$ cat src/core/xped_pkg.sv
package xped_pkg;
  // register map, byte addresses on the wishbone side
  localparam logic [15:0] XPED_PERIPH_EN_OFS = 16'hf024;
  localparam logic [15:0] XPED_SYS_CFG_OFS = 16'hf028;
  localparam logic [15:0] XPED_CAL_CTRL_OFS = 16'hf02c;
  localparam logic [15:0] XPED_STATUS_OFS = 16'hf030;
  // enable field positions
  localparam int XPED_FIRST_CAN_BIT = 0;
  localparam int XPED_SECOND_CAN_BIT = 1;
  localparam int XPED_SMALL_RAM_BIT = 2;
  localparam int XPED_LARGE_RAM_BIT = 3;
  localparam int XPED_CAL_BIT = 4;
  localparam int XPED_EN_W = 5;
  localparam logic [4:0] XPED_EN_RESET = 5'h05;
  localparam logic [4:0] XPED_EN_ALL = 5'h1f;
  // other control fields
  localparam int XPED_GLOBAL_EN_BIT = 0;
  localparam int XPED_OSC_OFF_BIT = 0;
  // cpu address windows, 24 bit
  localparam logic [23:0] XPED_LRAM_LO = 24'h00c000;
  localparam logic [23:0] XPED_LRAM_HI = 24'h00dfff;
  localparam logic [23:0] XPED_SRAM_LO = 24'h00e000;
  localparam logic [23:0] XPED_SRAM_HI = 24'h00e7ff;
  localparam logic [23:0] XPED_CAL_LO = 24'h00ec00;
  localparam logic [23:0] XPED_CAL_HI = 24'h00ecff;
  localparam logic [23:0] XPED_CAN2_LO = 24'h00ee00;
  localparam logic [23:0] XPED_CAN2_HI = 24'h00eeff;
  localparam logic [23:0] XPED_CAN1_LO = 24'h00ef00;
  localparam logic [23:0] XPED_CAN1_HI = 24'h00efff;
  // decoded target of a cpu access
  typedef enum logic [2:0] {
    XPED_TGT_NONE,
    XPED_TGT_EXT,
    XPED_TGT_CAN1,
    XPED_TGT_CAN2,
    XPED_TGT_SRAM,
    XPED_TGT_LRAM,
    XPED_TGT_CAL,
    XPED_TGT_BLOCKED
  } xped_tgt_t;
endpackage : xped_pkg

$ cat src/core/xped_top.sv
// Operation
// - first can enable low blocks that controller and frees its two pins.
// - first can window goes external only when both can enables are low.
// - second can enable low blocks that controller and frees its pins.
// - second can window goes external only when both can enables are low.
// - small ram enable selects internal 2K ram or external for its window.
// - large ram enable selects internal 8K ram or external for its window.
// - calendar disabled goes external only when both can enables are low.
// - with both cans off the whole can range uses the external interface.
// - enable register resets to 05h.
// - enable register is frozen once the global enable is set.
// - mode_a mode forces all enables on.
// - calendar disabled means oscillator off in power-down.
// - calendar enabled lets the oscillator-off bit choose.
//
// The Wishbone slave port was decided locally.
module xped_top
  import xped_pkg::*;
(
  // clock and reset
  input wire logic clk,
  input wire logic arst_n,
  // wishbone slave
  input wire logic wb_cyc_i,
  input wire logic wb_stb_i,
  input wire logic wb_we_i,
  input wire logic [15:0] wb_adr_i,
  input wire logic [3:0] wb_sel_i,
  input wire logic [31:0] wb_dat_i,
  output logic [31:0] wb_dat_o,
  output logic wb_ack_o,
  output logic wb_err_o,
  // mode inputs
  input wire logic mode_a,
  input wire logic power_down,
  // cpu access to be routed
  input wire logic [23:0] cpu_addr,
  output xped_tgt_t cpu_target,
  output logic cpu_to_ext,
  // effective enables to the peripherals
  output logic [4:0] periph_enable,
  output logic first_can_pins_gpio,
  output logic second_can_pins_gpio,
  output logic osc_stop
);
  logic rst_s1_r, rst_n_r;
  logic [4:0] en_r, en_nxt;
  logic glob_r, glob_nxt;
  logic osc_off_r, osc_off_nxt;
  logic ack_r, ack_nxt;
  logic err_r, err_nxt;
  logic [31:0] dat_r, dat_nxt;
  xped_tgt_t tgt;
  logic req, hit_en, hit_sys, hit_cal, hit_st;

  // reset release through two flops
  always_ff @(posedge clk or negedge arst_n) begin
    if (!arst_n) begin
      rst_s1_r <= 1'b0;
      rst_n_r <= 1'b0;
    end else begin
      rst_s1_r <= 1'b1;
      rst_n_r <= rst_s1_r;
    end
  end

  // effective enables, mode_a overrides the register
  assign periph_enable = mode_a ? XPED_EN_ALL : en_r;
  assign first_can_pins_gpio = ~periph_enable[XPED_FIRST_CAN_BIT];
  assign second_can_pins_gpio = ~periph_enable[XPED_SECOND_CAN_BIT];

  // oscillator control in power-down
  always_comb begin
    if (!periph_enable[XPED_CAL_BIT]) osc_stop = power_down;
    else osc_stop = power_down & osc_off_r;
  end

  xped_decode u_dec (
    .en(periph_enable),
    .addr(cpu_addr),
    .tgt(tgt)
  );
  assign cpu_target = tgt;
  assign cpu_to_ext = (tgt == XPED_TGT_EXT);

  // register decode
  always_comb begin
    req = wb_cyc_i & wb_stb_i & ~ack_r & ~err_r;
    hit_en = (wb_adr_i == XPED_PERIPH_EN_OFS);
    hit_sys = (wb_adr_i == XPED_SYS_CFG_OFS);
    hit_cal = (wb_adr_i == XPED_CAL_CTRL_OFS);
    hit_st = (wb_adr_i == XPED_STATUS_OFS);
  end

  // next register values; byte lane 0 carries all control bits
  always_comb begin
    en_nxt = en_r;
    glob_nxt = glob_r;
    osc_off_nxt = osc_off_r;
    ack_nxt = 1'b0;
    err_nxt = 1'b0;
    dat_nxt = dat_r;
    if (req) begin
      ack_nxt = hit_en | hit_sys | hit_cal | hit_st;
      err_nxt = ~(hit_en | hit_sys | hit_cal | hit_st);
      if (wb_we_i && wb_sel_i[0]) begin
        if (hit_en && !glob_r) begin
          en_nxt = wb_dat_i[4:0];
        end // locked: keep value
        if (hit_sys) begin
          glob_nxt = glob_r | wb_dat_i[XPED_GLOBAL_EN_BIT];
        end
        if (hit_cal) begin
          osc_off_nxt = wb_dat_i[XPED_OSC_OFF_BIT];
        end
      end
      dat_nxt = 32'h0000_0000;
      if (hit_en) dat_nxt = {27'h0, en_r};
      if (hit_sys) dat_nxt = {31'h0, glob_r};
      if (hit_cal) dat_nxt = {31'h0, osc_off_r};
      if (hit_st) dat_nxt = {26'h0, osc_stop, periph_enable};
    end
  end

  always_ff @(posedge clk or negedge rst_n_r) begin
    if (!rst_n_r) begin
      en_r <= XPED_EN_RESET;
      glob_r <= 1'b0;
      osc_off_r <= 1'b0;
      ack_r <= 1'b0;
      err_r <= 1'b0;
      dat_r <= 32'h0000_0000;
    end else begin
      en_r <= en_nxt;
      glob_r <= glob_nxt;
      osc_off_r <= osc_off_nxt;
      ack_r <= ack_nxt;
      err_r <= err_nxt;
      dat_r <= dat_nxt;
    end
  end

  assign wb_ack_o = ack_r;
  assign wb_err_o = err_r;
  assign wb_dat_o = dat_r;
endmodule : xped_top

$ cat src/core/xped_decode.sv
// combinational address decoder for one cpu access
module xped_decode
  import xped_pkg::*;
(
  // effective enables and access
  input wire logic [4:0] en,
  input wire logic [23:0] addr,
  // result
  output xped_tgt_t tgt
);
  logic any_can;

  // routing decision per window
  always_comb begin
    any_can = en[XPED_FIRST_CAN_BIT] | en[XPED_SECOND_CAN_BIT];
    tgt = XPED_TGT_NONE;
    if (addr >= XPED_CAN1_LO && addr <= XPED_CAN1_HI) begin
      if (en[XPED_FIRST_CAN_BIT]) tgt = XPED_TGT_CAN1;
      else if (any_can) tgt = XPED_TGT_BLOCKED;
      else tgt = XPED_TGT_EXT;
    end else if (addr >= XPED_CAN2_LO && addr <= XPED_CAN2_HI) begin
      if (en[XPED_SECOND_CAN_BIT]) tgt = XPED_TGT_CAN2;
      else if (any_can) tgt = XPED_TGT_BLOCKED;
      else tgt = XPED_TGT_EXT;
    end else if (addr >= XPED_CAL_LO && addr <= XPED_CAL_HI) begin
      if (en[XPED_CAL_BIT]) tgt = XPED_TGT_CAL;
      else if (any_can) tgt = XPED_TGT_BLOCKED;
      else tgt = XPED_TGT_EXT;
    end else if (addr >= XPED_SRAM_LO && addr <= XPED_SRAM_HI) begin
      tgt = en[XPED_SMALL_RAM_BIT] ? XPED_TGT_SRAM : XPED_TGT_EXT;
    end else if (addr >= XPED_LRAM_LO && addr <= XPED_LRAM_HI) begin
      tgt = en[XPED_LARGE_RAM_BIT] ? XPED_TGT_LRAM : XPED_TGT_EXT;
    end
  end
endmodule : xped_decode

$ cat config.mk
export PLATFORM = sky130hd
export DESIGN_NAME = xped_top
export DESIGN_NICKNAME = d
export VERILOG_FILES = /design/src/core/xped_pkg.sv /design/src/core/xped_top.sv /design/src/core/xped_decode.sv
export SDC_FILE = /design/constraint.sdc
export NUM_CORES = 1
export LEC_CHECK = 0
export BUFFER_PORTS_ARGS = -buffer_cell sky130_fd_sc_hd__buf_2
export CORE_MARGIN = 8
export CORE_UTILIZATION = 35
export CTS_CLUSTER_SIZE = 25
export DETAILED_ROUTE_END_ITERATION = 8
export PLACE_DENSITY_LB_ADDON = 0.08
export SYNTH_ARGS = -nofsm -noshare
export SYNTH_HDL_FRONTEND = slang
export SYNTH_HIERARCHICAL = 1
export SYNTH_SLANG_ARGS = --single-unit
$ cat constraint.sdc
create_clock -name clk -period 3.7 [get_ports clk]
set_input_delay 1.11 -clock clk [delete_from_list [all_inputs] [get_ports clk]]
set_output_delay 1.11 -clock clk [all_outputs]
set_load 0.01 [all_outputs]
# Word level (Yosys, flattened, before mapping)
# Cells that the tools add are included.
[totals] reg_bits=43 in_bits=83 output_inout_bits=46
[classes] order_cmp=10 eq_ne=5 mux=19 bitwise_logic=14 n_reduce_logical=11
[op_table] op="$ge 24x16->1 const B" count=5
[op_table] op="$le 24x16->1 const B" count=5
[op_table] op="$mux 32" count=3
[op_table] op="$eq 16x16->1 const B" count=4
[op_table] op="$mux 3" count=11
[op_table] op="$mux 5" count=2
[op_table] op="$reduce_and 3->1" count=3
[op_table] op="$logic_and 1x1->1" count=7
[op_table] op="$not 1->1" count=5
[op_table] op="$or 1x1->1" count=5
[op_table] op="$and 1x1->1" count=4
[op_table] op="$eq 3x1->1 const B" count=1
[op_table] op="$mux 1" count=3
[op_table] op="$logic_not 1->1" count=1

# Depth between registers and ports, before layout
[depth] depth_word=8 mapped_depth=7

# By module
# Netlist, hierarchy kept.
[by_module_without_submodules] mod="xped_top" n_inst=1 cells_each=104 area_per_inst_um2=1071.0
[by_module_without_submodules] mod="xped_decode" n_inst=1 cells_each=26 area_per_inst_um2=178.9

# Least setup slack after synthesis
# OpenSTA, ideal clock, no wires.
[synth_path] path_type="input to output" startpoint="in cpu_addr[20]" endpoint="out cpu_to_ext" arrival_ns=2.668 path_slack_ns=-0.078 cell_stages=5 path_cell_list="or4_1 -> nor4_1 -> a31oi_1 -> a41oi_1 -> nor3b_1"
[synth_via] elab_chain_len=8 elab_cells_between_ends=21 classes_between="order compare (10); eq/ne (1); mux (5); reduce/logical (5)"
[synth_rtl] item="from (decl)" line_no="xped_top.sv:37" text="input wire logic [23:0] cpu_addr,"
[synth_rtl] item="$ge 24x16->1 or $le 24x16->1 (tied branches)" line_no="xped_decode.sv:31" text="end else if (addr >= XPED_LRAM_LO && addr <= XPED_LRAM_HI) begin"
[synth_rtl] item="$logic_and 1x1->1" line_no="xped_decode.sv:31"
[synth_rtl] item="$mux 3" line_no="xped_decode.sv:31"
[synth_rtl] item="$mux 3" line_no="xped_decode.sv:29" text="end else if (addr >= XPED_SRAM_LO && addr <= XPED_SRAM_HI) begin"
[synth_rtl] item="$mux 3" line_no="xped_decode.sv:25" text="end else if (addr >= XPED_CAL_LO && addr <= XPED_CAL_HI) begin"
[synth_rtl] item="$mux 3" line_no="xped_decode.sv:21" text="end else if (addr >= XPED_CAN2_LO && addr <= XPED_CAN2_HI) begin"
[synth_rtl] item="$mux 3 *" line_no="xped_decode.sv:17" text="if (addr >= XPED_CAN1_LO && addr <= XPED_CAN1_HI) begin"
[synth_rtl] item="named net cpu_target[0]" line_no="xped_top.sv:38" text="output xped_tgt_t cpu_target,"
[synth_rtl] item="$eq 3x1->1 *" line_no="xped_top.sv:84" text="assign cpu_to_ext = (tgt == XPED_TGT_EXT);"
[synth_rtl] item="to (decl)" line_no="xped_top.sv:39" text="output logic cpu_to_ext,"
# The timed path passes the listed nets; every way through them passes the cells marked *.

# Final worst setup path
[layout_path] startpoint="in cpu_addr[16]" endpoint="out cpu_to_ext"
[layout_via] elab_chain_len=8 elab_cells_between_ends=21 classes_between="order compare (10); eq/ne (1); mux (5); reduce/logical (5)"
[layout_rtl] item="$ge 24x16->1 or $le 24x16->1 (tied branches)" line_no="xped_decode.sv:31"
[layout_rtl] item="$logic_and 1x1->1" line_no="xped_decode.sv:31"
[layout_rtl] item="$mux 3" line_no="xped_decode.sv:31"
[layout_rtl] item="$mux 3" line_no="xped_decode.sv:29"
[layout_rtl] item="$mux 3" line_no="xped_decode.sv:25"
[layout_rtl] item="$mux 3" line_no="xped_decode.sv:21"
[layout_rtl] item="$mux 3 *" line_no="xped_decode.sv:17"
[layout_rtl] item="$eq 3x1->1 *" line_no="xped_top.sv:84"
# Every way passes the cells marked *; elsewhere a longest branch is shown, timed or not.

==> impl_metrics.sql <==
INSERT INTO impl_metrics (metric_group, metric, value, unit) VALUES
('status', 'outcome', 'finished with violations', ''),
('status', 'violations', 'negative setup slack', ''),
('global_routing', 'grt_first_pass_wirelength', '4710', 'um'),
('detailed_routing', 'routed_via_density', '4.62', ''),
('floorplan', 'dieHeight', '75.8', 'um'),
('worst_setup_path', 'data_required_time_at_the_worst_endpoint', '2590', 'ps'),
('synth', 'ys_dominant_reg_cell', 'dfrtp_1', ''),
('synth', 'synth_area_leaders', 'dfrtp_1, buf_4, mux2_2', ''),
('worst_setup_path', 'criticalPathCategory', 'input pin to primary output', ''),
('detailed_routing', 'post-route-drc-count', '0', ''),
('detailed_routing', 'detailedRoute.firstPassIterationCount', '3', ''),
('timing', 'final_period_minus_worst_setup_slack', '3780', 'ps'),
('synth', 'synth_most_common_cell', 'buf_4', ''),
('synth', 'ys_seq_area_share', '34.2', '%'),
('cts', 'numCtsBuffers', '3', ''),
('cells_and_area', 'seq_area', '428', 'sq um'),
('timing', 'period_utilization', '102', '%'),
('cts', 'clk_pin_slew_worst_setup_hold_paths', '90', 'ps'),
('synth', 'yosys_warnings', '6', ''),
('timing', 'setup_viol', '1', ''),
('cts', 'tritoncts', 'yes', ''),
('synth', 'synthDominantAreaCellType', 'dfrtp_1', ''),
('synth', 'yosys_register_bits', '17', ''),
('detailed_routing', 'drt-wirelength-per-cell', '13.1', 'um'),
('placement', 'detailedPlace.worstSlack', '-118', 'ps'),
('min_path', 'min_path_type', 'register to async pin', ''),
('global_routing', 'initial_antenna_violation_count', '0', ''),
('worst_setup_path', 'reg2reg_depth', '5', ''),
('worst_setup_path', 'cell_type_group_with_the_largest_total_delay_on_the_critical_path', 'simple AND/OR/NAND/NOR gates', ''),
('flow_run', 'max_cap_viol_count', '0', ''),
('worst_setup_path', 'slowest_stage', 'or4_4', ''),
('worst_setup_path', 'depth_of_the_critical_timing_path_with_buffers_and_inverters_included', '7', ''),
('synth', 'postSynth.asyncResetShare', '100', '%'),
('cells_and_area', 'layout.core_utilization', '47.9', '%'),
('synth', 'synthMuxAreaShare', '7.01', '%'),
('synth', 'yosys.area.top_type_share', '30.0', '%'),
('timing', 'worst-slew-pin-transition', '585', 'ps'),
('cells_and_area', 'fillers', '345', ''),
('detailed_routing', 'route.antenna.remaining_nets', '0', ''),
('timing', 'unrepaired_setup_endpoints_after_global_routing', 'true', ''),
('pwr', 'power_per_cell_area', '227', 'nW/um^2'),
('floorplan', 'overall_die_area', '5740', 'sq um'),
('floorplan', 'row_count', '21', ''),
('synth', 'synth_cells', '130', ''),
('placement', 'dpl.hpwl', '2860', 'um'),
('worst_setup_path', 'endpoint_kind', 'primary output', ''),
('synth', 'synth-xor-area-share', '1.40', '%'),
('global_routing', 'grtUsageTotal', '10.2', '%'),
('cells_and_area', 'area_growth_from_synthesis_to_final_layout', '29.9', '%'),
('floorplan', 'floorplan.die.width', '75.8', 'um'),
('floorplan', 'initial_standard_cell_utilization_of_the_core', '36.9', '%'),
('cts', 'root_buffer', 'clkbuf_4', ''),
('detailed_routing', 'detailedRoute.firstIterationViolations', '23', ''),
('cells_and_area', 'multiInputGateArea', '704', 'sq um'),
('synth', 'synth_top_family_by_area', 'simple AND/OR/NAND/NOR gates', ''),
('floorplan', 'top_level_ports', '129', ''),
('timing', 'slew_viol_final', '0', ''),
('pwr', 'max-vdd-ir-drop', '0.000161', 'V'),
('synth', 'synth_simple_gate_area_share', '27.1', '%'),
('worst_setup_path', 'worst-endpoint-arrival', '2670', 'ps'),
('cts', 'clock_path_buffers', '2', ''),
('timing', 'fin_skew', '1.83', 'ps'),
('worst_setup_path', 'timing.critical_path.from_type', 'input pin', ''),
('global_routing', 'globalRoute.totalOverflow', '0', ''),
('timing', 'slew_headroom', '61.0', '%'),
('placement', 'buffer_ports.inserted', '64', ''),
('timing', 'final_critical_path_setup_slack', '-84.8', 'ps'),
('worst_setup_path', 'worstPathCellList', 'buf_6, or4_4, nor4_4, a31oi_1, a41oi_1, nor3b_2, buf_2', ''),
('synth', 'syn-cell-area', '1250', 'sq um'),
('synth', 'synth.cells.most_frequent', 'buf_4, dfrtp_1, nand2_1, nor2_1', ''),
('worst_setup_path', 'max_stage_delay', '560', 'ps');
[stage by stage]
stage | std cells | hold slack, ps | TNS, ps
CTS | 245 | 274 | -72.7
finish | 246 | 245 | -84.8
detailed placement | 241 | 272 | -118
global placement | 241 | 267 | -109
floorplan | 155 | 185 | 0
global route | 246 | 315 | -196
[cells by family after synthesis]
kind of cell,Yosys count
compound gates,17
xor+xnor,2
buf+inv,34
flops,17
mux,8
other cells,2
simple gates,50
[final cells by class]
type,instances,share of cell area (%)
Timing Repair Buffer,71,24.1
Inverter,4,0.924
Tap cell,46,3.54
Sequential cell,17,26.3
Multi-Input combinational cell,104,43.4
Clock inverter,1,0.308
Clock buffer,3,1.39
[layout by cell type (no fill, tap or decap), types with 4 or more instances in the layout]
cell type  instances
nor2_1             7
mux2_2             6
buf_4              7
buf_2             61
dfrtp_1           15
nor3_1             6
nand2_1           10
conb_1            27
a221o_1            4
inv_1              4
[path summary, 6_finish.rpt]
kind / endpoint / slack (ps) / startpoint
hold reg to reg: glob_r / 240 / rst_n_r
max in group asynchronous: rst_n_r / 3010 / arst_n
setup reg to reg: en_r[4] / 1910 / wb_err_o
setup / recovery: cpu_to_ext / -80 / cpu_addr[16]
hold / removal: glob_r / 240 / rst_n_r
min in group clk: rst_n_r / 360 / rst_s1_r
[what timing repair did]
item                                   4_1_cts  5_1_grt
setup endpoints to repair                    1        1
resized for setup                            3        3
pin swaps                                    3        3
buffers inserted                             0        1
endpoints found under the hold margin        0        0
cloned                                       0        0
[metal layers]
metal,part of all wire (%),vias up,GRT usage (%)
li1,-,562,-
met1,37,521,11.6
met2,50,51,18.2
met3,13,2,2.63
met4,0.25,0,3.20
met5,0,-,0
[flip-flops by register name, indices dropped and copies added, names as in the netlist]
signal	flops
wb_ack_o	1
osc_off_r	1
rst_n_r	1
wb_err_o	1
rst_s1_r	1
en_r	5
wb_dat_o	6
glob_r	1
[power breakdown]
group | switching, mW | internal (mW) | leakage (nW)
Combinational | 0.0471 | 0.0356 | 0.639
Clock | 0.0547 | 0.0401 | 0.0177
Sequential | 0.00349 | 0.187 | 0.225
Total | 0.105 | 0.263 | 0.882
Power figures use the tool's default switching activity.
